--- config.mk ---
export PLATFORM = sky130hd
export DESIGN_NAME = nrbwp_host
export DESIGN_NICKNAME = d
export VERILOG_FILES = /design/src/nrbwp_pkg.sv /design/src/nrbwp_host.sv
export SDC_FILE = /design/constraint.sdc
export NUM_CORES = 1
export LEC_CHECK = 0
export ABC_AREA = 1
export BUFFER_PORTS_ARGS = -buffer_cell sky130_fd_sc_hd__buf_2
export CAP_MARGIN = 20
export CORE_MARGIN = 4
export CORE_UTILIZATION = 40
export CTS_CLUSTER_DIAMETER = 100
export CTS_CLUSTER_SIZE = 20
export DETAILED_ROUTE_END_ITERATION = 16
export GPL_TIMING_DRIVEN = 0
export SLEW_MARGIN = 10
export SYNTH_ARGS = -nofsm -noshare
export SYNTH_HDL_FRONTEND = slang
export SYNTH_SLANG_ARGS = --single-unit
--- constraint.sdc ---
create_clock -name clk -period 1.6 [get_ports clk]
set_input_delay 0 -clock clk [delete_from_list [all_inputs] [get_ports clk]]
set_output_delay 0 -clock clk [all_outputs]
set_load 0.02 [all_outputs]
--- src/nrbwp_pkg.sv ---
// Package for the NAND ready/busy and write-protect host sequencer
// Assumes a 250 MHz controller clock and a device with an open-drain ready/busy line
package nrbwp_pkg;
    // ========================================
    // Commands
    localparam logic [7:0] NRBWP_CMD_STATUS = 8'h70;
    localparam logic [7:0] NRBWP_CMD_RESET = 8'hFF;
    // ========================================
    // Status byte layout
    localparam int NRBWP_STATUS_READY_BIT = 6;
    // ========================================
    // Timing
    localparam int NRBWP_CLK_MHZ = 250;
    localparam int NRBWP_T_SETTLE_NS = 100;
    localparam int NRBWP_SETTLE_CYC = (NRBWP_T_SETTLE_NS * NRBWP_CLK_MHZ + 999) / 1000;
    localparam logic [7:0] NRBWP_SETTLE_LAST = 8'(NRBWP_SETTLE_CYC - 1);
    localparam logic [7:0] NRBWP_ZERO8 = 8'h00;
    localparam logic [7:0] NRBWP_ONE8 = 8'h01;
    // ========================================
    // Operation kinds
    typedef enum logic [1:0] {
        NRBWP_OP_READ = 2'b00,
        NRBWP_OP_PROGRAM = 2'b01,
        NRBWP_OP_ERASE = 2'b10,
        NRBWP_OP_OTHER = 2'b11
    } nrbwp_op_type;
    // ========================================
    // Sequencer states
    typedef enum logic [2:0] {
        NRBWP_ST_POWER = 3'b000,
        NRBWP_ST_INIT = 3'b001,
        NRBWP_ST_IDLE = 3'b010,
        NRBWP_ST_SETTLE = 3'b011,
        NRBWP_ST_BUSY = 3'b100,
        NRBWP_ST_DOWN = 3'b101
    } nrbwp_state_type;
endpackage

--- src/nrbwp_host.sv ---
// Host-side sequencer: gates commands on ready/busy and drives write-protect
// Assumes the command engine issues a command only while cmd_ready is high and
// the ready/busy pin is pulled up externally and sampled on clk through a three-flop synchronizer here
`timescale 1ns/10ps
`default_nettype none
module nrbwp_host
    import nrbwp_pkg::*;
(
    input wire logic clk,
    input wire logic resetn,
    input wire logic power_good,
    input wire logic rb_in,
    input wire logic cmd_valid,
    input wire logic [7:0] cmd_code,
    input wire logic [1:0] cmd_kind,
    output logic cmd_ready,
    input wire logic status_valid,
    input wire logic [7:0] status_byte,
    input wire logic wp_request,
    output logic wp_n,
    output logic dev_busy,
    output logic init_done
);
    // ========================================
    // Ready/busy synchronizer
    logic rb_s1_reg, rb_s2_reg, rb_s3_reg;
    logic rb_stable_reg;
    always_ff @(posedge clk or negedge resetn) begin
        if (!resetn) begin
            rb_s1_reg <= 1'b0;
            rb_s2_reg <= 1'b0;
            rb_s3_reg <= 1'b0;
        end else begin
            rb_s1_reg <= rb_in;
            rb_s2_reg <= rb_s1_reg;
            rb_s3_reg <= rb_s2_reg;
        end
    end
    // Level counts once stages two and three agree
    always_ff @(posedge clk or negedge resetn) begin
        if (!resetn) begin
            rb_stable_reg <= 1'b0;
        end else if (rb_s2_reg == rb_s3_reg) begin
            rb_stable_reg <= rb_s3_reg;
        end
    end
    // ========================================
    // Power-good synchronizer
    logic pg_s1_reg, pg_s2_reg, pg_s3_reg;
    logic pg_ok_reg;
    always_ff @(posedge clk or negedge resetn) begin
        if (!resetn) begin
            pg_s1_reg <= 1'b0;
            pg_s2_reg <= 1'b0;
            pg_s3_reg <= 1'b0;
        end else begin
            pg_s1_reg <= power_good;
            pg_s2_reg <= pg_s1_reg;
            pg_s3_reg <= pg_s2_reg;
        end
    end
    // Supply counts as valid or lost once stages two and three agree
    always_ff @(posedge clk or negedge resetn) begin
        if (!resetn) begin
            pg_ok_reg <= 1'b0;
        end else if (pg_s2_reg == pg_s3_reg) begin
            pg_ok_reg <= pg_s3_reg;
        end
    end
    // ========================================
    // Status poll result
    logic poll_ready;
    assign poll_ready = status_valid && status_byte[NRBWP_STATUS_READY_BIT];
    // ========================================
    // Sequencer
    nrbwp_state_type state_reg, state_next;
    nrbwp_op_type op_reg;
    logic [7:0] settle_reg;
    logic accept;
    logic dev_ready;
    logic is_status;
    assign is_status = (cmd_code == NRBWP_CMD_STATUS) || (cmd_code == NRBWP_CMD_RESET);
    assign dev_ready = rb_stable_reg || poll_ready;
    // Commands that need write-protect released before they are issued
    logic wp_needed;
    assign wp_needed = !is_status && (cmd_kind != NRBWP_OP_READ);
    always_comb begin
        cmd_ready = 1'b0;
        case (state_reg)
            NRBWP_ST_INIT: cmd_ready = (cmd_code == NRBWP_CMD_STATUS);
            NRBWP_ST_IDLE: cmd_ready = !wp_needed || wp_n;
            NRBWP_ST_SETTLE, NRBWP_ST_BUSY: cmd_ready = is_status;
            default: cmd_ready = 1'b0;
        endcase
    end
    assign accept = cmd_valid && cmd_ready;
    always_comb begin
        state_next = state_reg;
        case (state_reg)
            NRBWP_ST_POWER: begin
                if (pg_ok_reg) begin
                    state_next = NRBWP_ST_INIT;
                end
            end
            NRBWP_ST_INIT: begin
                if (!pg_ok_reg) begin
                    state_next = NRBWP_ST_DOWN;
                end else if (dev_ready) begin
                    state_next = NRBWP_ST_IDLE;
                end
            end
            NRBWP_ST_IDLE: begin
                if (!pg_ok_reg) begin
                    state_next = NRBWP_ST_DOWN;
                end else if (accept && !is_status) begin
                    state_next = NRBWP_ST_SETTLE;
                end
            end
            NRBWP_ST_SETTLE: begin
                if (settle_reg == NRBWP_SETTLE_LAST) begin
                    state_next = NRBWP_ST_BUSY;
                end
            end
            NRBWP_ST_BUSY: begin
                if (dev_ready) begin
                    state_next = NRBWP_ST_IDLE;
                end
            end
            NRBWP_ST_DOWN: begin
                if (pg_ok_reg) begin
                    state_next = NRBWP_ST_INIT;
                end
            end
            default: state_next = NRBWP_ST_POWER;
        endcase
    end
    always_ff @(posedge clk or negedge resetn) begin
        if (!resetn) begin
            state_reg <= NRBWP_ST_POWER;
        end else begin
            state_reg <= state_next;
        end
    end
    // Gap lets the device pull the line low before the host looks at it
    always_ff @(posedge clk or negedge resetn) begin
        if (!resetn) begin
            settle_reg <= NRBWP_ZERO8;
        end else if (state_reg == NRBWP_ST_SETTLE) begin
            settle_reg <= settle_reg + NRBWP_ONE8;
        end else begin
            settle_reg <= NRBWP_ZERO8;
        end
    end
    always_ff @(posedge clk or negedge resetn) begin
        if (!resetn) begin
            op_reg <= NRBWP_OP_OTHER;
        end else if (accept && !is_status && state_reg == NRBWP_ST_IDLE) begin
            op_reg <= nrbwp_op_type'(cmd_kind);
        end
    end
    // ========================================
    // Write protect
    logic wp_hold;
    logic powered;
    assign powered = (state_reg == NRBWP_ST_IDLE) || (state_reg == NRBWP_ST_SETTLE) || (state_reg == NRBWP_ST_BUSY);
    assign wp_hold = (state_reg == NRBWP_ST_SETTLE || state_reg == NRBWP_ST_BUSY)
                     && (op_reg == NRBWP_OP_PROGRAM || op_reg == NRBWP_OP_ERASE);
    always_ff @(posedge clk or negedge resetn) begin
        if (!resetn) begin
            wp_n <= 1'b0;
        end else if (!powered || !pg_ok_reg) begin
            wp_n <= wp_hold;
        end else if (wp_hold || (cmd_valid && wp_needed && state_reg == NRBWP_ST_IDLE)) begin
            wp_n <= 1'b1;
        end else begin
            wp_n <= !wp_request;
        end
    end
    always_ff @(posedge clk or negedge resetn) begin
        if (!resetn) begin
            dev_busy <= 1'b1;
            init_done <= 1'b0;
        end else begin
            dev_busy <= (state_next != NRBWP_ST_IDLE);
            init_done <= powered || (state_next == NRBWP_ST_IDLE);
        end
    end
    // ========================================
    // Assertions
    property p_init_gate;
        @(posedge clk) disable iff (!resetn)
        (state_reg == NRBWP_ST_INIT && accept) |-> cmd_code == NRBWP_CMD_STATUS;
    endproperty
    a_init_gate: assert property (p_init_gate) else $error("non-status command during init");
    property p_wp_busy;
        @(posedge clk) disable iff (!resetn)
        (state_reg == NRBWP_ST_BUSY && (op_reg == NRBWP_OP_PROGRAM || op_reg == NRBWP_OP_ERASE)) |-> wp_n;
    endproperty
    a_wp_busy: assert property (p_wp_busy) else $error("write protect during program or erase");
    property p_wp_prog;
        @(posedge clk) disable iff (!resetn)
        (state_reg == NRBWP_ST_IDLE && accept && !is_status && cmd_kind == NRBWP_OP_PROGRAM) |-> wp_n [*3];
    endproperty
    a_wp_prog: assert property (p_wp_prog) else $error("write protect dropped after program");
    property p_wp_erase;
        @(posedge clk) disable iff (!resetn)
        (state_reg == NRBWP_ST_IDLE && accept && !is_status && cmd_kind == NRBWP_OP_ERASE) |-> wp_n [*3];
    endproperty
    a_wp_erase: assert property (p_wp_erase) else $error("write protect dropped after erase");
    property p_wp_power;
        @(posedge clk) disable iff (!resetn)
        (state_reg == NRBWP_ST_POWER) |=> !wp_n;
    endproperty
    a_wp_power: assert property (p_wp_power) else $error("write protect released without power");
    property p_busy_flag;
        @(posedge clk) disable iff (!resetn)
        (state_reg == NRBWP_ST_IDLE && accept && !is_status) |=> dev_busy && !cmd_ready || is_status;
    endproperty
    a_busy_flag: assert property (p_busy_flag) else $error("not busy after accepted command");
    property p_release;
        @(posedge clk) disable iff (!resetn)
        (state_reg == NRBWP_ST_BUSY && !rb_stable_reg && !poll_ready) |=> state_reg == NRBWP_ST_BUSY;
    endproperty
    a_release: assert property (p_release) else $error("left busy without ready");
    property p_settle;
        @(posedge clk) disable iff (!resetn)
        (state_reg == NRBWP_ST_SETTLE && settle_reg == NRBWP_SETTLE_LAST) |=> state_reg == NRBWP_ST_BUSY;
    endproperty
    a_settle: assert property (p_settle) else $error("settle length wrong");
    property p_settle_hold;
        @(posedge clk) disable iff (!resetn)
        (state_reg == NRBWP_ST_SETTLE && settle_reg != NRBWP_SETTLE_LAST)
            |=> state_reg == NRBWP_ST_SETTLE && settle_reg == $past(settle_reg) + NRBWP_ONE8;
    endproperty
    a_settle_hold: assert property (p_settle_hold) else $error("settle ended early");
    property p_sync;
        @(posedge clk) disable iff (!resetn)
        (rb_s2_reg == rb_s3_reg) |=> rb_stable_reg == $past(rb_s3_reg);
    endproperty
    a_sync: assert property (p_sync) else $error("ready level not followed");
    c_init: cover property (@(posedge clk) disable iff (!resetn) state_reg == NRBWP_ST_INIT ##[1:1000] state_reg == NRBWP_ST_IDLE);
    c_prog: cover property (@(posedge clk) disable iff (!resetn) op_reg == NRBWP_OP_PROGRAM && state_reg == NRBWP_ST_BUSY);
    c_erase: cover property (@(posedge clk) disable iff (!resetn) op_reg == NRBWP_OP_ERASE && state_reg == NRBWP_ST_BUSY);
    c_poll: cover property (@(posedge clk) disable iff (!resetn) state_reg == NRBWP_ST_BUSY && poll_ready);
endmodule // nrbwp_host
`default_nettype wire

==> results of run 1 <==
[routing by layer]
layer | vias up | track usage (%)
li1 | 538 | -
met1 | 488 | 16.16
met2 | 24 | 23.19
met3 | 11 | 3.908
met4 | 0 | 4.852
met5 | - | 0
[report_power, final]
part | total (W) | internal (W) | switching, W
clock network | 0.000442 | 0.000253 | 0.000189
registers | 0.000796 | 0.000713 | 0.0000827
logic | 0.000896 | 0.000391 | 0.000505
[tightest hold or removal path, cell delays in order]
cell and delay (ns):
buf_2 0.09, a21oi_1 0.07, nand2_1 0.07, o2111ai_1 0.10
[area by class of cell]
type | instances | area, um2
clock buffer | 3 | 22.52
clock inverter | 1 | 30.03
fill | 252 | 1241
inverter | 22 | 85.08
multi-input combinational | 98 | 558.0
sequential | 24 | 606.8
tap | 31 | 38.79
timing repair buffer | 37 | 246.5
[logic make-up after synthesis]
| kind of cell | Yosys count | synth area share (%) |
|---|---|---|
| simple gates | 78 | 32.65 |
| flops | 24 | 49.44 |
| buf+inv | 22 | 6.755 |
| compound gates | 15 | 6.755 |
| fa+ha+maj | 4 | 3.684 |
| xor+xnor | 1 | 0.7166 |
[metrics by stage]
step	instance area [um2]	utilization (%)	power [W]	TNS (ns)	hold slack, ns
after global placement	1366	48.30	0.001461	0	0.003061
after floorplan	1222	-	0.001314	0	-0.2956
after global routing	1588	56.13	0.002277	-0.03901	0.05742
after detailed placement	1366	48.30	0.001483	0	0.01014
final	1588	56.13	0.002134	0	0.04636
after CTS	1516	53.60	0.002006	0	0.03533
[layout by cell type (no fill, tap or decap), types with 2 or more instances in the layout]
cell	count
buf_4	10
dlygate4sd3_1	6
inv_2	5
clkbuf_4	3
ha_1	2
o21ai_0	7
o21ai_2	2
nand2_1	32
nor2_1	15
buf_2	20
dfstp_2	3
nand2_2	7
nand3_2	6
nor2_4	4
maj3_1	2
nor3_1	2
dfrtp_2	2
dfrtp_1	19
inv_1	16
a21oi_1	5
nand4_1	2
nand3_1	5
[repair_timing]
action | in CTS | in global routing
setup endpoints to repair | 1 | 1
pin swaps | 1 | 4
endpoints found under the hold margin | 29 | 0
hold buffers | 6 | 0
setup buffers | 4 | 6
gates resized for setup | 3 | 7
[worst paths after layout]
kind | start | endpoint | slack, ns
worst min-delay path | status_valid | state_reg[2] | 0.05
worst max register to register | state_reg[2] | init_done | 0.15
worst min register to register | pg_s1_reg | pg_s2_reg | 0.35
min in group asynchronous | resetn | settle_reg[7] | 0.16
worst max-delay path | state_reg[2] | cmd_ready | 0.02
max in group asynchronous | resetn | state_reg[0] | 1.04
==> flow_metrics.tcl, run 1 <==
set metrics [dict create \
    status "complete, no violations" \
    clock_path_buffers 2 \
    power_leakage_nw 0.8043 \
    path_class "register to output port" \
    syn_inst 144 \
    synth_most_common_cell "nand2_1" \
    slew_viol_final 0 \
    cp_num_cells 6 \
    path_cells "inv_2, nor3_4, or2_4, o21ai_2, nand3_2, buf_6" \
    nets 213 \
    die_y_um 63.28 \
    vdd_drop_max_v 0.0008018 \
    cpPeakStageDelay_ns 0.43 \
    synth_cell_types 24 \
    slowest_stage "dfrtp_1" \
    globalRouteOverflowTotal 0 \
    clkLatencyLatePin_ns 0.33 \
    viasPerCell 4.912 \
    wl_per_cell_um 11.67 \
    postSynthAreaPerCell_um2 8.489 \
    setup_ws_ns 0.02429 \
    yosys_warnings 0 \
    first_global_vias 1048 \
    place_inst 196 \
    grt_pass1_wl_um 4381 \
    design.core.area_um2 2829 \
    gp_congestion 0.7889 \
    critPathLaunchType "register" \
    syn-num-nets 171 \
    yosys.area.top_type "dfrtp_1" \
    grt_max_degree 25 \
    synth-seq-cells 24 \
    finalNonFillerCells 216 \
    rows 19 \
    async_flop_share_pct 100.0 \
    ios 29 \
    htree_levels 1 \
    grt_setup_unrepaired "true" \
    wl_met1_um 1091 \
    cts_made_buffers 3 \
    min_path_cells 4 \
    port_buffers 21 \
    setup_viol 0 \
    timing.final.crit_period_ns 1.576 \
    wl_met2_um 1264 \
    routed_wl_um 2521 \
    cts_tree "yes" \
    drc 0 \
    die_area_um2 4004 \
    maxCapViolCount 0 \
    relSlewSlack_pct 65.09 \
    cts.sinks 24 \
    ys.flop_type "dfrtp_1" \
    ant_nets 0 \
    reg2reg_depth 9 \
    hold_violations 0 \
    via_count 1061 \
    drive_gt1_share_pct 36.76 \
    fmaxAchievable_mhz 634.6 \
    dp_slack_ns 0.2415 \
    path_buf_inv 2 \
    area_delta_synth_final_pct 29.89 \
    path_clk_slew_ns 0.14 \
    critical_path.endpoint_type "output port" \
    n_antenna_cell 0 \
    cp_top_family "flip-flops" \
    top_layer_used "met4" \
    grtUsageTotal_pct 13.55 \
    synth_edf_count 0 \
    synth_common_cells "nand2_1, dfrtp_1, inv_1, nor2_1, o21ai_0" \
    dr_wl_met3_um 108 \
    drtIter0Drc 32 \
    synth_area_leaders "dfrtp_1, nand2_1, dfstp_2" \
    worst_pin_slew_ns 0.5237 \
    antenna_found_initial 0 \
    largest_register_ffs 8 \
    fin_skew_ns 0.01498 \
    cp.required_ns 1.60 \
    seq_area_frac_synth_pct 49.44 \
    cp.arrival_ns 1.58 \
    firstDrtPassIters 5 \
    path_max_fanout 4 \
    fp.dieW_um 63.28 \
    hp-class "input port to register" \
    cts_root_buffer "clkbuf_4" \
    yosysTopAreaCellShare_pct 42.99 \
    initial_core_util_pct 43.21 \
    powerDensity_nw_per_um2 1344 \
    dpl.hpwl_um 1841 \
    synth_area_um2 1222 \
    fin_crit_sh_pct 98.48 \
]
Power figures use the tool's default switching activity.
==> inputs of run 2 (changes only) <==
--- a/config.mk
+++ b/config.mk
@@ -8,6 +8,7 @@
 export ABC_AREA = 1
 export BUFFER_PORTS_ARGS = -buffer_cell sky130_fd_sc_hd__buf_2
 export CAP_MARGIN = 20
+export CORE_ASPECT_RATIO = 1.5
 export CORE_MARGIN = 4
 export CORE_UTILIZATION = 40
 export CTS_CLUSTER_DIAMETER = 100
==> run 2 against run 1 <==
Compared with the run above: global-route usage grew 0.97 points; total power shrank 4.2%; clock power grew 16%; final area shrank 3.6%; combinational power shrank 18%; highest routed layer unchanged.
==> flow_metrics.tcl, run 2 (synthesized netlist as in run 1, its figures left out) <==
set metrics [dict create \
    place_inst 204 \
    die_area_um2 4023 \
    slew_viol_final 0 \
    ant_nets 0 \
    path_class "register to output port" \
    first_global_vias 1072 \
    path_clk_slew_ns 0.08 \
    vdd_drop_max_v 0.0006767 \
    drive_gt1_share_pct 32.77 \
    firstDrtPassIters 4 \
    final_area_um2 1530 \
    cp.arrival_ns 1.50 \
    worstHoldStart "wp_request" \
    dpl.hpwl_um 1897 \
    viasPerCell 4.685 \
    cts_root_buffer "clkbuf_8" \
    routed_wl_um 2399 \
    timing.final.crit_period_ns 1.496 \
    fin_skew_ns 0.004444 \
    fin_util_pct 52.53 \
    critPathLaunchType "register" \
    antenna_found_initial 0 \
    grt_setup_unrepaired "false" \
    relSlewSlack_pct 65.70 \
    wl_per_cell_um 11.11 \
    mostFrequentLayoutCell "nand2_1" \
    initial_core_util_pct 41.97 \
    p_comb_share_pct 35.8 \
    cp.required_ns 1.60 \
    setup_tns_ns 0 \
    finalNonFillerCells 216 \
    gp_congestion 0.8428 \
    status "complete, no violations" \
    grtUsageTotal_pct 14.52 \
    ios 29 \
    design.core.area_um2 2913 \
    reg2reg_slack_ns 0.25 \
    maxCapViolCount 0 \
    p_seq_share_pct 39.1 \
    placedInstanceArea_um2 1376 \
    p_int_w 0.001344 \
    timing.hold.ws_ns 0.008076 \
    hold_end "wp_n" \
    swShare_pct 34.22 \
    r2r-start "state_reg[1]" \
    grt_max_degree 25 \
    nets 205 \
    fmaxAchievable_mhz 668.4 \
    clkLatencyLatePin_ns 0.26 \
    fin_crit_sh_pct 93.51 \
    htree_levels 1 \
    worst_pin_slew_ns 0.5146 \
    critical_path.endpoint_type "output port" \
    cts.sinks 24 \
    largest_register_ffs 8 \
    reg2reg_depth 9 \
    globalRouteOverflowTotal 0 \
    grt_pass1_wl_um 4374 \
    via_count 1012 \
    n_antenna_cell 0 \
    p_sw_w 0.0006993 \
    die_y_um 75.71 \
    hold_violations 0 \
    rows 24 \
    clock_path_buffers 2 \
    drc 0 \
    pwr-share-clk_pct 25.1 \
    layout_common_cells "nand2_1, buf_2, dfrtp_1, inv_1, nor2_1" \
    area_delta_synth_final_pct 25.18 \
    hp-class "input port to register" \
    cts_made_buffers 3 \
    path_max_fanout 6 \
    cts_tree "yes" \
    powerDensity_nw_per_um2 1336 \
    min_path_cells 4 \
    setup_viol 0 \
    r2r_end "init_done" \
    port_buffers 21 \
    power_leakage_nw 0.7629 \
    fp.dieW_um 53.14 \
    drtIter0Drc 16 \
]
## run 2: through the flow
stage / setup WS (ns) / total power [W]
4_1_cts: 0.01568 / 0.002010
5_1_grt: 0.002979 / 0.002203
3_5_place_dp: 0.2486 / 0.001475
2_1_floorplan: 0.4005 / 0.001314
6_report: 0.1038 / 0.002044
3_3_place_gp: 0.2744 / 0.001459
## run 2: power groups by stage
stage / clock [W] / sequential [W] / combinational (W)
after floorplan: 0 / 0.000814 / 0.000500
after global placement: 0 / 0.000796 / 0.000663
after detailed placement: 0 / 0.000799 / 0.000675
after CTS: 0.000535 / 0.000789 / 0.000687
after global routing: 0.000555 / 0.000812 / 0.000836
final: 0.000513 / 0.000799 / 0.000732
## run 2: worst max path at each step
stage	start	endpoint	slack, ns	cells after the start
after global routing	state_reg[1]	cmd_ready	0.003	6
after detailed placement	state_reg[0]	init_done	0.25	8
final	state_reg[1]	cmd_ready	0.10	6
after floorplan	settle_reg[0]	init_done	0.40	10
after global placement	state_reg[0]	init_done	0.27	8
after CTS	state_reg[1]	cmd_ready	0.02	5
## run 2: critical path, cell delays in order, from the launching register on
cell and delay [ns]:
dfrtp_2 0.46, nand2_1 0.12, nor2_4 0.05, or2_4 0.26
o21ai_1 0.12, nand3_1 0.07, buf_2 0.16
## run 2: cell type report
cell class | instances | area (um2)
multi-input combinational | 98 | 540.5
inverter | 22 | 85.08
tap | 39 | 48.80
clock buffer | 3 | 41.29
timing repair buffer | 29 | 177.7
fill | 286 | 1383
clock inverter | 1 | 30.03
sequential | 24 | 606.8
## run 2: layer usage
metal	global-route usage (%)	wire length (um)
met5	0	0
met4	6.250	29
met3	1.761	96
met2	28.04	1338
met1	15.40	934
## run 2: repair_timing
action	CTS	global route
hold buffers	5	0
endpoints found under the setup margin	0	1
gates resized for setup	0	4
endpoints found under the hold margin	25	0
buffers inserted	0	3
==> inputs of run 3 (changes only) <==
--- a/config.mk
+++ b/config.mk
@@ -15,6 +15,8 @@
 export CTS_CLUSTER_SIZE = 20
 export DETAILED_ROUTE_END_ITERATION = 16
 export GPL_TIMING_DRIVEN = 0
+export HOLD_SLACK_MARGIN = 0.12
+export MAX_ROUTING_LAYER = met4
 export SLEW_MARGIN = 10
 export SYNTH_ARGS = -nofsm -noshare
 export SYNTH_HDL_FRONTEND = slang
==> run 3 against run 2 <==
Compared with the run above: critical endpoint unchanged; global-route usage rose by 0.061 points; clock power grew 2%; count of clock-buffer cells in the layout did not move; total power grew 0.55%; core utilization rose by 0.30 points; fmax down 0.13%.
==> flow_metrics.tcl, run 3 (synthesized netlist as in run 1, its figures left out) <==
set metrics [dict create \
    status "complete, no violations" \
    multiInputGateArea_um2 546.8 \
    power.total_w 0.002055 \
    globalRouteOverflowTotal 0 \
    htree_levels 1 \
    fin_crit_sh_pct 93.63 \
    r2r-start "state_reg[1]" \
    p_comb_share_pct 35.6 \
    finalNonFillerCells 216 \
    final_area_um2 1539 \
    largest_register_ffs 8 \
    area_delta_synth_final_pct 25.90 \
    die_y_um 75.71 \
    slew_viol_final 0 \
    maxCapViolCount 0 \
    p_seq_share_pct 39.0 \
    routed_wl_um 2371 \
    timing.final.crit_period_ns 1.498 \
    critPathLaunchType "register" \
    drtIter0Drc 34 \
    ios 29 \
    ant_nets 0 \
    r2r_end "init_done" \
    final-seq-area_um2 606.8 \
    layout_common_cells "nand2_1, buf_2, dfrtp_1, inv_1, nor2_1" \
    gp_congestion 0.8653 \
    grt_max_degree 25 \
    swShare_pct 34.90 \
    min_path_cells 4 \
    via_count 1020 \
    drive_gt1_share_pct 33.33 \
    reg2reg_depth 9 \
    first_global_vias 1089 \
    worst_pin_slew_ns 0.5224 \
    firstDrtPassIters 4 \
    cp.arrival_ns 1.50 \
    n_antenna_cell 0 \
    power_leakage_nw 0.7629 \
    initial_core_util_pct 41.97 \
    clock_path_buffers 2 \
    hp-class "input port to register" \
    port_buffers 21 \
    path_class "register to output port" \
    hold_end "state_reg[2]" \
    fp.dieW_um 53.14 \
    rows 24 \
    powerDensity_nw_per_um2 1335 \
    grtUsageTotal_pct 14.59 \
    path_cells "nand2_2, nor2_4, or2_4, o21ai_2, nand3_1, buf_2" \
    clkLatencyLatePin_ns 0.27 \
    critical_path.endpoint_type "output port" \
    die_area_um2 4023 \
    cts_tree "yes" \
    worstHoldStart "status_byte[6]" \
    grt_pass1_wl_um 4209 \
    cp.required_ns 1.60 \
    antenna_found_initial 0 \
    viasPerCell 4.722 \
    slowest_stage "dfrtp_2" \
    setup_ws_ns 0.1019 \
    reg2reg_slack_ns 0.23 \
    cpPeakStageDelay_ns 0.46 \
    cts.sinks 24 \
    cts_root_buffer "clkbuf_8" \
    fin_skew_ns 0.005283 \
    p_sw_w 0.0007172 \
    relSlewSlack_pct 65.18 \
    dp_slack_ns 0.2482 \
    wl_per_cell_um 10.98 \
    setup_viol 0 \
    cts_made_buffers 3 \
    pwr-share-clk_pct 25.4 \
    placedInstanceArea_um2 1376 \
    p_int_w 0.001338 \
    place_inst 204 \
    nets 205 \
    path_clk_slew_ns 0.08 \
    hold_violations 0 \
    mostFrequentLayoutCell "nand2_1" \
    dpl.hpwl_um 1904 \
    fmaxAchievable_mhz 667.5 \
    vdd_drop_max_v 0.0007921 \
    fillers 295 \
    path_max_fanout 8 \
    drc 0 \
    design.core.area_um2 2913 \
]
-- run 3: worst max-delay path by stage --
| stage | from | endpoint | slack, ns | cells past startpoint |
|---|---|---|---|---|
| after global routing | state_reg[1] | cmd_ready | -0.01 | 6 |
| after CTS | state_reg[1] | cmd_ready | 0.02 | 6 |
| after global placement | state_reg[0] | init_done | 0.27 | 8 |
| after detailed placement | state_reg[1] | wp_n | 0.25 | 6 |
| after floorplan | settle_reg[0] | init_done | 0.40 | 10 |
| final | state_reg[1] | cmd_ready | 0.10 | 6 |
-- run 3: worst max-delay path, delay by kind of cell, from the launching register on --
family | cells | cell delay, ns
AOI/OAI and AO/OA | 1 | 0.11
buffers and inverters | 1 | 0.16
DFF | 1 | 0.46
and+or+nand+nor | 4 | 0.50
-- run 3: cell type report --
cell class / instances / share of cell area (%)
sequential: 24 / 39.43
clock buffer: 3 / 2.683
timing repair buffer: 29 / 11.71
clock inverter: 1 / 1.951
multi-input combinational: 98 / 35.53
inverter: 22 / 5.528
tap: 39 / 3.171
-- run 3: per-layer routing --
| layer | up-vias | track usage (%) | routed length, um |
|---|---|---|---|
| met1 | 465 | 14.77 | 893 |
| met4 | 0 | 9.943 | 106 |
| met3 | 9 | 1.957 | 104 |
| li1 | 520 | - | - |
| met5 | - | - | 0 |
| met2 | 26 | 25.55 | 1267 |
-- run 3: timing repair --
| action | in CTS | in global routing |
|---|---|---|
| hold endpoints to repair | 29 | 0 |
| buffers inserted | 0 | 2 |
| setup endpoints to repair | 1 | 1 |
| hold buffers | 6 | 0 |
| resized for setup | 1 | 5 |
| cloned | 0 | 0 |
-- run 3: power groups by stage --
stage	combinational, W	clock [W]	sequential [W]
after floorplan	0.000500	0	0.000814
after global placement	0.000666	0	0.000796
after detailed placement	0.000683	0	0.000800
after CTS	0.000700	0.000544	0.000793
after global routing	0.000835	0.000563	0.000817
final	0.000731	0.000522	0.000801
-- run 3: stage by stage --
| stage | utilization [%] | hold slack, ns | setup TNS (ns) |
|---|---|---|---|
| final | 52.84 | 0.1253 | 0 |
| after CTS | 51.93 | 0.1295 | 0 |
| after floorplan | - | -0.2956 | 0 |
| after detailed placement | 47.25 | 0.01429 | 0 |
| after global placement | 47.25 | 0.003571 | 0 |
| after global routing | 52.84 | 0.1481 | -0.01142 |
